==> src/hdl/svipq_defs.svh <==
// timing counts, offsets and reset values of the servo input qualifier
`ifndef SVIPQ_DEFS_SVH
`define SVIPQ_DEFS_SVH
`define SVIPQ_CLK_NS 100
`define SVIPQ_DOWN(t) ((t) / `SVIPQ_CLK_NS)
`define SVIPQ_UP(t) (((t) + `SVIPQ_CLK_NS - 1) / `SVIPQ_CLK_NS)
`define SVIPQ_SAMP0_NS 166000
`define SVIPQ_SAMP1_NS 333000
`define SVIPQ_SAMP2_NS 1000000
`define SVIPQ_SAMP3_NS 1666000
`define SVIPQ_MS_NS 1000000
`define SVIPQ_CLR100_NS 100000
`define SVIPQ_CLR500_NS 500000
`define SVIPQ_CLR1M_NS 1000000
`define SVIPQ_RST_CONFIRM_MS 7'h78
`define SVIPQ_STOP_SPEED 15'h001E
`define SVIPQ_OVERLOAD_MAX 10'h073
`define SVIPQ_TORQUE_SCALE 4'hA
`define SVIPQ_FILTER_N 3
`define SVIPQ_REG_STATUS 4'h0
`define SVIPQ_REG_PULSES 4'h4
`define SVIPQ_REG_CTRL 4'h8
`define SVIPQ_REG_TORQUE 4'hC
`define SVIPQ_CTRL_CLR_BIT 0
`define SVIPQ_CTRL_RST_BIT 1
`define SVIPQ_DEF_OVERRUN 10'h00A
`define SVIPQ_DEF_CLR_MODE 3'h3
`define SVIPQ_DEF_INHIBIT_EN 1'h1
`define SVIPQ_DEF_DETECT_MS 11'h0C8
`endif

==> src/hdl/svipq_pkg.sv <==
// types of the servo input qualifier
package svipq_pkg;
    typedef enum logic [2:0] {
        ST_RUN   = 3'b000,
        ST_IMM   = 3'b001,
        ST_DECEL = 3'b010,
        ST_STOP  = 3'b011,
        ST_TRIP  = 3'b100
    } svipq_state_t;
    typedef enum logic [2:0] {
        AC_NONE = 3'b000,
        AC_OS1  = 3'b001,
        AC_OS2  = 3'b010,
        AC_OVLD = 3'b011,
        AC_ORUN = 3'b100,
        AC_EXT  = 3'b101
    } svipq_alarm_t;
    typedef struct packed {
        logic [9:0]  immStopTorque;
        logic [9:0]  overloadLevel;
        logic [14:0] overspeedLevel;
        logic [14:0] immStopOverspeedLevel;
        logic [9:0]  overrunLimit;
        logic [1:0]  inputSamplePeriodSel;
        logic        alarmResetConfirmSel;
        logic [2:0]  errCountClearMode;
        logic        pulseInhibitEnable;
        logic [10:0] alarmDetectAllowTime;
        logic [3:0]  driveProhibitStopSel;
        logic [3:0]  servoOffStopSel;
        logic [3:0]  mainPowerOffStopSel;
        logic [2:0]  alarmStopSel;
    } svipq_cfg_t;
    typedef struct packed {
        logic [14:0] speed;
        logic [14:0] maxSpeed;
        logic [9:0]  torque;
        logic [9:0]  normTorque;
        logic [9:0]  travel;
        logic        dpDecel;
        logic        soDecel;
        logic        mpDecel;
        logic        extNoImm;
        logic        extImm;
    } svipq_meas_t;
    typedef struct packed {
        svipq_state_t state;
        svipq_alarm_t alarmCode;
        logic [13:0]  torqueLimit;
        logic         immTorqueActive;
    } svipq_prot_t;
    typedef struct packed {
        svipq_cfg_t  cfg;
        logic        cfgLoaded;
        svipq_prot_t prot;
        logic [10:0] detTimer;
        logic [14:0] msCnt;
        logic [14:0] sampCnt;
        logic [7:0]  sync1;
        logic [7:0]  sync2;
        logic        rstPrev;
        logic [6:0]  confCnt;
        logic        swReset;
        logic [14:0] clrCnt;
        logic        clrArmed;
        logic        errClear;
        logic        pulsePrev;
        logic [15:0] pulseCnt;
        logic        ack;
        logic [31:0] readData;
    } svipq_main_t;
endpackage

==> src/hdl/svipq_filter.sv <==
// consecutive-match filter for sampled control inputs
`timescale 1ns/1ns
module svipq_filter #(
    parameter int W = 6,
    parameter int N = 3
) (
    // clock and reset
    input  wire logic         ref_clk,
    input  wire logic         rst,
    // samples
    input  wire logic         sampleEn,
    input  wire logic [W-1:0] raw,
    output logic      [W-1:0] level
);
    typedef struct packed {
        logic [W-1:0][N-1:0] hist;
        logic [W-1:0]        level;
    } svipq_flt_t;

    svipq_flt_t s;
    svipq_flt_t next_s;

    if (N < 2 || W < 1) begin : g_bad
        $error("svipq_filter: N must be at least 2");
    end

    always_comb begin
        next_s = s;
        if (sampleEn) begin
            for (int i = 0; i < W; i++) begin
                next_s.hist[i] = {s.hist[i][N-2:0], raw[i]};
                if (&next_s.hist[i]) begin
                    next_s.level[i] = 1'b1;
                end else if (~|next_s.hist[i]) begin
                    next_s.level[i] = 1'b0;
                end
            end
        end
    end

    always_ff @(posedge ref_clk) begin
        if (rst) begin
            s <= '0;
        end else begin
            s <= next_s;
        end
    end

    assign level = s.level;
endmodule // svipq_filter

==> src/hdl/svipq_top.sv <==
// input qualification and protective stop supervisor of a servo drive
`timescale 1ns/1ns
`include "svipq_defs.svh"
module svipq_top import svipq_pkg::*; #(
    parameter int SAMP0_CYC = `SVIPQ_DOWN(`SVIPQ_SAMP0_NS),
    parameter int SAMP1_CYC = `SVIPQ_DOWN(`SVIPQ_SAMP1_NS),
    parameter int SAMP2_CYC = `SVIPQ_DOWN(`SVIPQ_SAMP2_NS),
    parameter int SAMP3_CYC = `SVIPQ_DOWN(`SVIPQ_SAMP3_NS),
    parameter int MS_CYC    = `SVIPQ_DOWN(`SVIPQ_MS_NS),
    parameter int CLR1_CYC  = `SVIPQ_UP(`SVIPQ_CLR100_NS),
    parameter int CLR5_CYC  = `SVIPQ_UP(`SVIPQ_CLR500_NS),
    parameter int CLRM_CYC  = `SVIPQ_UP(`SVIPQ_CLR1M_NS),
    parameter int FILT_N    = `SVIPQ_FILTER_N
) (
    // clock and reset
    input  wire logic        ref_clk,
    input  wire logic        rst,
    // register bus
    input  wire logic [3:0]  avs_address,
    input  wire logic        avs_read,
    input  wire logic        avs_write,
    input  wire logic [31:0] avs_writedata,
    input  wire logic [3:0]  avs_byteenable,
    output logic      [31:0] avs_readdata,
    output logic             avs_waitrequest,
    // static settings and drive measurements
    input  wire svipq_cfg_t  cfgIn,
    input  wire svipq_meas_t meas,
    // control input pins
    input  wire logic [3:0]  genIn,
    input  wire logic        alarmResetIn,
    input  wire logic        pulseInhibitIn,
    input  wire logic        errClearIn,
    input  wire logic        cmdPulseIn,
    // results
    output svipq_prot_t      prot,
    output logic             errClear,
    output logic [15:0]      pulseCount,
    output logic [3:0]       genLevel
);
    localparam svipq_cfg_t CFG_DEF = '{
        overrunLimit:         `SVIPQ_DEF_OVERRUN,
        errCountClearMode:    `SVIPQ_DEF_CLR_MODE,
        pulseInhibitEnable:   `SVIPQ_DEF_INHIBIT_EN,
        alarmDetectAllowTime: `SVIPQ_DEF_DETECT_MS,
        default:              '0
    };

    if (SAMP3_CYC > 32767 || MS_CYC > 32767 || CLRM_CYC > 32767 ||
        SAMP0_CYC < 2 || MS_CYC < 2 || CLR1_CYC < 1) begin : g_bad
        $error("svipq_top: cycle counts outside 2..32767");
    end

    svipq_main_t s;
    svipq_main_t next_s;
    logic [5:0]  fLevel;
    logic        sampleTick;

    ////////////////////////////////////////////////////////////////////////
    // helpers

    function automatic logic [14:0] sampPeriod(input logic [1:0] sel);
        case (sel)
            2'h0:    return 15'(SAMP0_CYC - 1);
            2'h1:    return 15'(SAMP1_CYC - 1);
            2'h2:    return 15'(SAMP2_CYC - 1);
            default: return 15'(SAMP3_CYC - 1);
        endcase
    endfunction

    // zero or too large both mean 1.2 x maximum speed
    function automatic logic [15:0] osLimit(input logic [14:0] set,
                                            input logic [14:0] maxSpd);
        logic [17:0] lim;
        lim = ({3'h0, maxSpd} * 18'h00006) / 18'h00005;
        if (set == 15'h0000 || {3'h0, set} > lim) begin
            return lim[15:0];
        end
        return {1'b0, set};
    endfunction

    function automatic logic offSelImm(input logic [3:0] sel);
        return sel == 4'h8 || sel == 4'h9;
    endfunction

    ////////////////////////////////////////////////////////////////////////
    // qualified inputs

    svipq_filter #(
        .W (6),
        .N (FILT_N)
    ) u_filter (
        .ref_clk  (ref_clk),
        .rst      (rst),
        .sampleEn (sampleTick),
        .raw      (s.sync2[5:0]),
        .level    (fLevel)
    );

    ////////////////////////////////////////////////////////////////////////
    // protection and qualification

    logic        os1;
    logic        os2;
    logic        ovl;
    logic        orun;
    logic        noImm;
    logic        immAl;
    logic        slow;
    logic        msTick;
    logic        resetHit;
    logic        inhibit;
    logic        clrRaw;
    logic        held;
    logic [14:0] clrMin;
    logic [9:0]  ovlLimit;
    svipq_alarm_t firstCode;

    always_comb begin
        next_s = s;
        next_s.sync1 = {cmdPulseIn, errClearIn, pulseInhibitIn, alarmResetIn, genIn};
        next_s.sync2 = s.sync1;
        if (!s.cfgLoaded) begin
            next_s.cfg = cfgIn;
            next_s.cfgLoaded = 1'b1;
        end

        sampleTick = s.sampCnt == 15'h0000;
        next_s.sampCnt = sampleTick ? sampPeriod(s.cfg.inputSamplePeriodSel)
                                    : s.sampCnt - 15'h0001;
        msTick = s.msCnt == 15'h0000;
        next_s.msCnt = msTick ? 15'(MS_CYC - 1) : s.msCnt - 15'h0001;

        // alarm detection
        ovlLimit = (s.cfg.overloadLevel == 10'h000 ||
                    s.cfg.overloadLevel > `SVIPQ_OVERLOAD_MAX)
                   ? `SVIPQ_OVERLOAD_MAX : s.cfg.overloadLevel;
        os1  = {1'b0, meas.speed} > osLimit(s.cfg.overspeedLevel, meas.maxSpeed);
        os2  = {1'b0, meas.speed} >
               osLimit(s.cfg.immStopOverspeedLevel, meas.maxSpeed);
        ovl  = meas.torque > ovlLimit;
        orun = meas.travel > s.cfg.overrunLimit;
        noImm = os2 || meas.extNoImm;
        immAl = os1 || ovl || orun || meas.extImm;
        slow  = meas.speed <= `SVIPQ_STOP_SPEED;
        // first-level code wins the display when both fire
        if (os1) begin
            firstCode = AC_OS1;
        end else if (os2) begin
            firstCode = AC_OS2;
        end else if (ovl) begin
            firstCode = AC_OVLD;
        end else if (orun) begin
            firstCode = AC_ORUN;
        end else begin
            firstCode = AC_EXT;
        end

        // alarm reset confirmation
        clrRaw = s.sync2[6];
        if (!s.sync2[4]) begin
            next_s.confCnt = 7'h00;
        end else if (msTick && s.confCnt != `SVIPQ_RST_CONFIRM_MS) begin
            next_s.confCnt = s.confCnt + 7'h01;
        end
        next_s.rstPrev = fLevel[4];
        if (s.cfg.alarmResetConfirmSel) begin
            resetHit = fLevel[4] && !s.rstPrev;
        end else begin
            resetHit = s.sync2[4] && msTick &&
                       s.confCnt == `SVIPQ_RST_CONFIRM_MS - 7'h01;
        end
        resetHit = resetHit || s.swReset;
        next_s.swReset = 1'b0;

        // state machine
        case (s.prot.state)
            ST_RUN: begin
                if (noImm) begin
                    next_s.prot.state = ST_TRIP;
                    next_s.prot.alarmCode = firstCode;
                end else if (immAl) begin
                    next_s.prot.alarmCode = firstCode;
                    next_s.detTimer = s.cfg.alarmDetectAllowTime;
                    next_s.prot.state = s.cfg.alarmStopSel[2] ? ST_IMM
                                                              : ST_DECEL;
                end
            end
            ST_IMM: begin
                if (noImm) begin
                    next_s.prot.state = ST_TRIP;
                end else if (slow) begin
                    next_s.prot.state = ST_STOP;
                end else if (s.detTimer == 11'h000) begin
                    next_s.prot.state = ST_TRIP;
                end else if (msTick) begin
                    next_s.detTimer = s.detTimer - 11'h001;
                end
            end
            ST_DECEL: begin
                if (slow) begin
                    next_s.prot.state = ST_STOP;
                end
            end
            ST_STOP, ST_TRIP: begin
                if (resetHit && !noImm && !immAl) begin
                    next_s.prot.state = ST_RUN;
                    next_s.prot.alarmCode = AC_NONE;
                end
            end
            default: begin
                next_s.prot.state = ST_RUN;
            end
        endcase

        // torque limit in 0.1 % of rated torque
        next_s.prot.immTorqueActive = s.prot.state == ST_IMM ||
            (meas.dpDecel && s.cfg.driveProhibitStopSel == 4'h2) ||
            (meas.mpDecel && offSelImm(s.cfg.mainPowerOffStopSel)) ||
            (meas.soDecel && offSelImm(s.cfg.servoOffStopSel));
        if (next_s.prot.immTorqueActive && s.cfg.immStopTorque != 10'h000) begin
            next_s.prot.torqueLimit = {4'h0, s.cfg.immStopTorque};
        end else begin
            next_s.prot.torqueLimit = 14'(meas.normTorque * `SVIPQ_TORQUE_SCALE);
        end

        // error counter clear; edge modes need an inactive spell first
        case (s.cfg.errCountClearMode)
            3'h1:    clrMin = 15'(CLR5_CYC);
            3'h3:    clrMin = 15'(CLR1_CYC);
            default: clrMin = 15'(CLRM_CYC);
        endcase
        held = clrRaw && s.clrCnt >= clrMin;
        if (!clrRaw) begin
            next_s.clrCnt = 15'h0000;
            next_s.clrArmed = 1'b1;
        end else if (s.clrCnt != 15'h7FFF) begin
            next_s.clrCnt = s.clrCnt + 15'h0001;
        end
        case (s.cfg.errCountClearMode)
            3'h1, 3'h2: begin
                next_s.errClear = held;
            end
            3'h3, 3'h4: begin
                next_s.errClear = held && s.clrArmed;
                if (held) begin
                    next_s.clrArmed = 1'b0;
                end
            end
            default: begin
                next_s.errClear = 1'b0;
            end
        endcase

        // command pulse counting
        inhibit = !s.cfg.pulseInhibitEnable && fLevel[5];
        next_s.pulsePrev = s.sync2[7];
        if (s.sync2[7] && !s.pulsePrev && !inhibit) begin
            next_s.pulseCnt = s.pulseCnt + 16'h0001;
        end

        // register bus: one wait cycle on every access
        next_s.ack = (avs_read || avs_write) && !s.ack;
        if (avs_read && !s.ack) begin
            case (avs_address)
                `SVIPQ_REG_STATUS: next_s.readData = {18'h00000, fLevel, 1'b0,
                    s.prot.alarmCode, 1'b0, s.prot.state};
                `SVIPQ_REG_PULSES: next_s.readData = {16'h0000, s.pulseCnt};
                `SVIPQ_REG_TORQUE: next_s.readData = {17'h00000,
                    s.prot.immTorqueActive, s.prot.torqueLimit};
                default:           next_s.readData = 32'h00000000;
            endcase
        end
        if (avs_write && s.ack && avs_address == `SVIPQ_REG_CTRL && avs_byteenable[0]) begin
            next_s.swReset = avs_writedata[`SVIPQ_CTRL_RST_BIT];
            if (avs_writedata[`SVIPQ_CTRL_CLR_BIT]) begin
                next_s.pulseCnt = 16'h0000;
            end
        end
    end

    always_ff @(posedge ref_clk) begin
        if (rst) begin
            s <= '0;
            s.cfg <= CFG_DEF;
        end else begin
            s <= next_s;
        end
    end

    assign avs_waitrequest = (avs_read || avs_write) && !s.ack;
    assign avs_readdata    = s.readData;
    assign prot            = s.prot;
    assign errClear        = s.errClear;
    assign pulseCount      = s.pulseCnt;
    assign genLevel        = fLevel[3:0];
endmodule // svipq_top

==> config.mk <==
export PLATFORM = sky130hd
export DESIGN_NAME = svipq_top
export DESIGN_NICKNAME = d
export VERILOG_FILES = /design/src/hdl/svipq_pkg.sv /design/src/hdl/svipq_filter.sv /design/src/hdl/svipq_top.sv
export VERILOG_INCLUDE_DIRS = /design/src /design/src/hdl
export SDC_FILE = /design/constraint.sdc
export NUM_CORES = 1
export LEC_CHECK = 0
export ABC_CLOCK_PERIOD_IN_PS = 18220
export BUFFER_PORTS_ARGS = -buffer_cell sky130_fd_sc_hd__buf_4
export CAP_MARGIN = 5
export CORE_MARGIN = 2
export CORE_UTILIZATION = 45
export CTS_CLUSTER_SIZE = 10
export DETAILED_ROUTE_END_ITERATION = 16
export HOLD_SLACK_MARGIN = 0.15
export PLACE_DENSITY = 0.72
export SETUP_SLACK_MARGIN = 0.3
export SKIP_LAST_GASP = 1
export SLEW_MARGIN = 40
export SYNTH_ARGS = -nofsm -noshare
export SYNTH_HDL_FRONTEND = slang
export SYNTH_HIERARCHICAL = 1
export SYNTH_SLANG_ARGS = --single-unit
==> constraint.sdc <==
create_clock -name ref_clk -period 18.22 [get_ports ref_clk]
set_input_delay 2.733 -clock ref_clk [delete_from_list [all_inputs] [get_ports ref_clk]]
set_output_delay 2.733 -clock ref_clk [all_outputs]
set_load 0.03 [all_outputs]
==> summary.md, run 1 <==
| Metric | Value |
|---|---|
| Cts repair resizes | 0 |
| Worst Tran Pin Value | 851 ps |
| CP Class | in2reg |
| Vias in the first global route | 13987 |
| Compound-Gate Fraction of Synth Area | between 15 and 20% |
| Die ar. | between 0.03 and 0.04 mm² |
| Max cap viols | 0 |
| Post-route DRC | 0 |
| Critical Path Slowest Stage Cell | nor3_1 |
| R2R cell count | 30 |
| RR Startpoint | s[221]$_SDFFE_PP0N_ |
| Placer congestion estimate | just over 0.9 |
| Clock Path Buffers | 3 |
| Vias | 14802 |
| Clock transition at path regs | 60 ps |
| Fmax | 62.9 MHz |
| CP endpoint kind | flip-flop |
| Layout Nets | around 2500 |
| CTS root buf | clkbuf_16 |
| CTS tree | built |
| Share of cells above drive strength 1 | 15.0% |
| Netlist cell types | 90 |
| Synth Area in Simple Gates | ~20% |
| Final Hold Viols | 0 |
| Post-DR wirelength/cell | ~17 µm |
| Rows | 70 |
| HPWL after DPL | 34.2 mm |
| Critical Path Source Type | input pin |
| Flop pwr share | 29.2% |
| Starting Density | between 40 and 50% |
| Skew final | 22.9 ps |
| IO Pins | 285 |
| Syn Inst Count | around 2000 |
| Total GRT Usage | 22.8% |
| Synth top area cells | dfxtp_1 (30%), ha_1 (11%), mux2i_1 (9.3%), nor2_1 (6.4%), buf_4 (3.5%) |
| Synth Flop Type | dfxtp_1 |
| Core area | 0.0363 mm² |
| Post-synthesis mux area share | 9.49% |
| Clock network power share | 23.4% |
| Detailed Route WL | 45.2 mm |
| Area growth syn-to-layout | 14.5% |
| Num CTS Buffers | 29 |
| Netlist Area Pre-Place | 0.0165 mm² |
| Worst r2r dst | prot[17]$_SDFFE_PP0P_ |
| FF+latch count, synth | 246 |
| Vias per cell | between 5 and 6 |
| Placed Cells | approximately 2600 |
| Adder-cell share of the synthesized area | 10.9% |
| Hold-fix buffers, CTS | 0 |
| Status | complete, no violations |
| Worst min path class | reg2reg |
| Gate power share | 47.5% |
| Net Sw Frac | 40.6% |
| DR iter-0 viols | 1009 |
| PwrDens | 118 mW/mm² |
| Setup TNS Final | 0 ps |
| Antenna-violating nets left | 0 |
| CTS H-tree lvls | 1 |
| Synth top area share | 29.8% |
| Ys async rst share | 0% |
| Relative slew margins | 43.1% |
| Largest area contributor in the netlist | dfxtp_1 |
| Leak | 8.35 nW |
| RSZ-0062 raised after global routing | no |
| Commonest non-fill, non-tap cell in the layout | nor2_1 |
| Worst Path Arrival | 16360 ps |
| Most frequent cells in the layout | nor2_1 (281), dfxtp_1 (245), buf_4 (236) |
| Net Sw Power | about 0.9 mW |
| Period Utilization, post-route | 87.2% |
| Worst-path maximum fanout | 13 |
| Finish-stage setup viols | 0 |
| Gr ovfl total | 0 |
| First-pass GRT wire length | 71.9 mm |
| Post-Syn Area per Cell | 8.28 µm² |
| Critical Path RT | between 15000 and 20000 ps |
| Crit. Startpoint | meas[36] |
| Sink Count | 246 |
| Fin cells | 2596 |
| Clk_lat worst skew | 570 ps |
| Die width | 196 µm |
| CP most frequent cell | a21oi_1 |
| Peak VDD IR | slightly above 0.07 mV |
| Synth warn | 6 |
| Fin. max-slew vios | 0 |
| Crit path to | prot[17]$_SDFFE_PP0P_ |
| Sequential-to-total area share from yosys stat | 29.8% |
| Port bufs | 231 |
| Reg2reg setup slack | 11840 ps |
| # Post-CTS Setup Buffers | 0 |
| Largest net degree at the start of global routing | 100 |
| Initial antenna violation count | 2 |
| Tmin final | 15890 ps |
| Drt pass-1 iters | 5 |
| Die H | 196 µm |
| Post-synth EDFFs | 0 |
| Cell-internal power | between 1 and 1.5 mW |
| # fillers | 3403 |
| Crit-path max cell delay | 670 ps |
| Largest family of logic cells by synthesized area | simple AND/OR/NAND/NOR gates |
| Xor/xnor cell area share of the yosys netlist | about 4.4% |
[registers in the layout (all words and copies together) (netlist names)]
signal / flops
prot: 21
u_filter/level: 6
avs_readdata: 16
s: 164
u_filter/s: 12
clrRaw: 1
next_s: 9
pulseCount: 16
errClear: 1
[final cells by class]
type | instances | area [µm²] | area share [%]
multi-input combinational | 1537 | 10500 | 55.6
clock buffer | 34 | 764 | 4.04
timing repair buffer | 239 | 1810 | 9.59
antenna | 2 | 5.00 | 0.0265
inverter | 67 | 251 | 1.33
clock inverter | 3 | 55.1 | 0.291
sequential | 246 | 4930 | 26.0
tap | 468 | 586 | 3.09
[critical path, delay by kind of cell]
family	cells	cell delay [ps]
compound gates	36	8140
simple gates	14	3890
fa+ha+maj	4	1040
buf+inv	3	270
mux	1	260
[power groups by stage]
stage / logic, mW / registers, mW / clock network (mW)
3_3_place_gp: 1.02 / 0.659 / 0
5_1_grt: 1.18 / 0.659 / 0.556
4_1_cts: 1.05 / 0.651 / 0.537
6_report: 1.06 / 0.652 / 0.522
2_1_floorplan: 0.821 / 0.637 / 0
3_5_place_dp: 1.04 / 0.661 / 0
[worst min path at each step]
stage / start / end / slack (ps) / depth (start not counted)
finish: clrRaw$_SDFF_PP0_ / s[51]$_SDFF_PP0_ / 430 / 1
global placement: clrRaw$_SDFF_PP0_ / s[51]$_SDFF_PP0_ / 420 / 1
CTS: clrRaw$_SDFF_PP0_ / s[51]$_SDFF_PP0_ / 430 / 1
detailed placement: clrRaw$_SDFF_PP0_ / s[51]$_SDFF_PP0_ / 420 / 1
floorplan: clrRaw$_SDFF_PP0_ / s[51]$_SDFF_PP0_ / 410 / 1
global route: clrRaw$_SDFF_PP0_ / s[51]$_SDFF_PP0_ / 440 / 1
[routing by layer]
layer  up-vias  global-route usage (%)  wire length (µm)
met5         -                       0                 0
met4         0                    6.45              1190
met3        72                    4.42              3050
met2       455                    37.9             20600
met1      6954                    30.2             20300
li1       7321                       -                 -
[kinds of logic (layout without fill, tap and decap cells)]
family,Yosys count,in the layout
AND/OR/NAND/NOR,703,703
AO/OA/AOI/OAI,433,433
flip-flops,246,246
buffers and inverters,230,343
multiplexers,156,156
adder cells (fa/ha/maj),143,143
XOR/XNOR,83,83
other,2,21
[Yosys cell counts (4+ instances only)]
cell and n:
a2111oi_0 5, a211o_1 6, a211oi_1 26, a21o_1 38, a21oi_1 105, a221oi_1 7, a22o_1 5, a22oi_1 20
a31o_2 4, a31oi_1 22, and2_1 8, and3_1 17, and4_1 10, buf_1 14, buf_2 7, buf_4 77
clkbuf_1 61, dfxtp_1 246, ha_1 140, inv_1 67, mux2i_1 154, nand2_1 135, nand2b_1 16, nand3_1 36
nand4_1 28, nor2_1 281, nor2b_1 33, nor3_1 42, nor3_2 5, nor3b_1 4, nor4_1 29, nor4b_1 10
o211a_1 4, o211ai_1 14, o21a_1 8, o21ai_0 85, o21ai_1 6, o21bai_1 7, o22ai_1 10, o31ai_1 9
or2_2 7, or3_1 23, or4_1 6, xnor2_1 41, xor2_1 42
[metrics by stage]
| stage | worst slack, ps | cell area [µm²] | hold slack, ps | utilization [%] | power (mW) |
|---|---|---|---|---|---|
| after floorplan | 3870 | 16600 | 408 | - | 1.46 |
| after global placement | 2180 | 18000 | 416 | 49.6 | 1.68 |
| after detailed placement | 1980 | 18100 | 422 | 49.8 | 1.70 |
| after CTS | 2510 | 18900 | 432 | 52.0 | 2.24 |
| after global routing | 1110 | 18900 | 443 | 52.1 | 2.40 |
| final | 2330 | 18900 | 429 | 52.1 | 2.23 |
No activity file was read; power rests on OpenSTA's default activity.
==> inputs of run 2 (changes only) <==
- ABC_CLOCK_PERIOD_IN_PS: 18220 -> 20400
- PLACE_DENSITY: 0.72 -> 0.69
- clock period: 18.22 -> 20.4 ns (I/O delays scaled with it)
==> summary.md, run 2 (synthesis results as in run 1) <==
| Metric | Value |
|---|---|
| Area growth syn-to-layout | 13.9% |
| Largest net degree at the start of global routing | 98 |
| Antenna-violating nets left | 0 |
| Area of the multi-input gates | ~0.011 mm² |
| Num CTS Buffers | 28 |
| Fmax | 62.0 MHz |
| CP Class | in2reg |
| Worst Tran Pin Value | between 800 and 900 ps |
| Drt pass-1 iters | 5 |
| Critical Path RT | 20870 ps |
| Largest Register | s |
| CTS tree | built |
| Flip-flop count of the largest register after layout | 164 |
| Hold-fix buffers, CTS | 0 |
| Relative slew margins | 43.6% |
| CTS H-tree lvls | 1 |
| Peak VDD IR | 0.0754 mV |
| Die ar. | 0.0383 mm² |
| Cell family with most CP delay | compound AO/OA/AOI/OAI gates |
| Skew final | 47.0 ps |
| Leak | 8.29 nW |
| Post-route DRC | 0 |
| # fillers | 3455 |
| Most frequent cells in the layout | nor2_1 (281), dfxtp_1 (245), buf_4 (234) |
| Total GRT Usage | 22.7% |
| Flop pwr share | around 30% |
| Vias per cell | 5.64 |
| Starting Density | between 40 and 50% |
| Inserted Diodes | 0 |
| CTS root buf | clkbuf_16 |
| # Post-CTS Setup Buffers | 0 |
| Clock transition at path regs | 60 ps |
| Buf+Inv Stages, Crit Path | 4 |
| Period Utilization, post-route | 79.1% |
| Clk_lat worst skew | 580 ps |
| PwrDens | 104 mW/mm² |
| Core Util, Final | 51.8% |
| Detailed Route WL | between 40 and 50 mm |
| Commonest non-fill, non-tap cell in the layout | nor2_1 |
| CP endpoint kind | flip-flop |
| Sink Count | 246 |
| Port bufs | 231 |
| Fin. max-slew vios | 0 |
| Worst min path class | reg2reg |
| Share of cells above drive strength 1 | around 15% |
| Core area | 0.0363 mm² |
| Die width | 196 µm |
| Clock network power share | 22.0% |
| Initial antenna violation count | 0 |
| Net Sw Frac | 41.1% |
| Critical Path Slowest Stage Cell | nor3_1 |
| IO Pins | 285 |
| Rows | 70 |
| Post-DR wirelength/cell | 17.4 µm |
| Worst-path maximum fanout | 13 |
| Layout Nets | 2469 |
| Setup TNS Final | 0 ps |
| First-pass GRT wire length | a little over 70 mm |
| Status | complete, no violations |
| Worst Path Arrival | about 17000 ps |
| DR iter-0 viols | 817 |
| Max cap viols | 0 |
| Gr ovfl total | 0 |
| Finish-stage setup viols | 0 |
| Vias | about 15000 |
| Placer congestion estimate | 0.919 |
| FF+latch area | roughly 0.0049 mm² |
| Vias in the first global route | 13669 |
| HPWL after DPL | about 35 mm |
| Gate power share | 48.3% |
| Die H | 196 µm |
| Final hold slack | 438 ps |
| Critical Path Source Type | input pin |
| Crit-path max cell delay | between 600 and 700 ps |
| RSZ-0062 raised after global routing | no |
| Tmin final | 16140 ps |
| Final Hold Viols | 0 |
| Clock Path Buffers | 3 |
| Cts repair resizes | 0 |
| CP most frequent cell | a21oi_1 |
| Cell-internal power | 1.16 mW |
| Net Sw Power | between 0.8 and 0.9 mW |
==> run 2: changes by cell type in the layout (fill, tap and decap cells not counted), sizes merged <==
cell,delta
buf,-2
diode,-2
inv,-1
clkbuf,-1
bufinv,-1
==> run 2: stage by stage <==
stage | power, mW | cells | worst slack (ps) | cell area (µm²)
after floorplan | 1.30 | 2013 | 5720 | 16600
after global placement | 1.50 | 2555 | 4020 | 18000
after detailed placement | 1.52 | 2555 | 3990 | 18000
after CTS | 1.97 | 2589 | 4490 | 18800
after global routing | 2.10 | 2589 | 3160 | 18800
final | 1.96 | 2589 | 4260 | 18800
==> run 2: worst paths after layout <==
kind	slack, ps	to	cells after the start	from
worst min register to register	440	s[76]$_SDFF_PP0_	1	next_s[76]$_SDFF_PP0_
worst max register to register	14120	prot[17]$_SDFFE_PP0P_	31	s[207]$_SDFFE_PP0N_
worst min-delay path	440	s[76]$_SDFF_PP0_	1	next_s[76]$_SDFF_PP0_
worst max-delay path	4260	prot[17]$_SDFFE_PP0P_	59	meas[36]
==> run 2: routing by layer <==
layer,track usage (%),vias to the layer above,part of all wire (%)
li1,-,7316,-
met1,30.2,6804,46
met2,36.9,396,45
met3,4.06,82,5.7
met4,8.28,0,3.7
met5,0,-,0
==> run 2: layout make-up <==
cell class | count | share of cell area [%]
timing repair buffer | 237 | 9.51
sequential | 246 | 26.2
multi-input combinational | 1537 | 55.9
clock inverter | 1 | 0.160
clock buffer | 33 | 3.82
inverter | 67 | 1.34
tap | 468 | 3.11
==> run 2: power by group through the flow <==
stage                     Sequential (mW)  Combinational, mW  Clock (mW)
after floorplan                     0.569              0.733           0
after global placement              0.589              0.911           0
after detailed placement            0.591              0.933           0
after CTS                           0.581              0.939       0.446
after global routing                0.589               1.05       0.465
final                               0.582              0.947       0.432
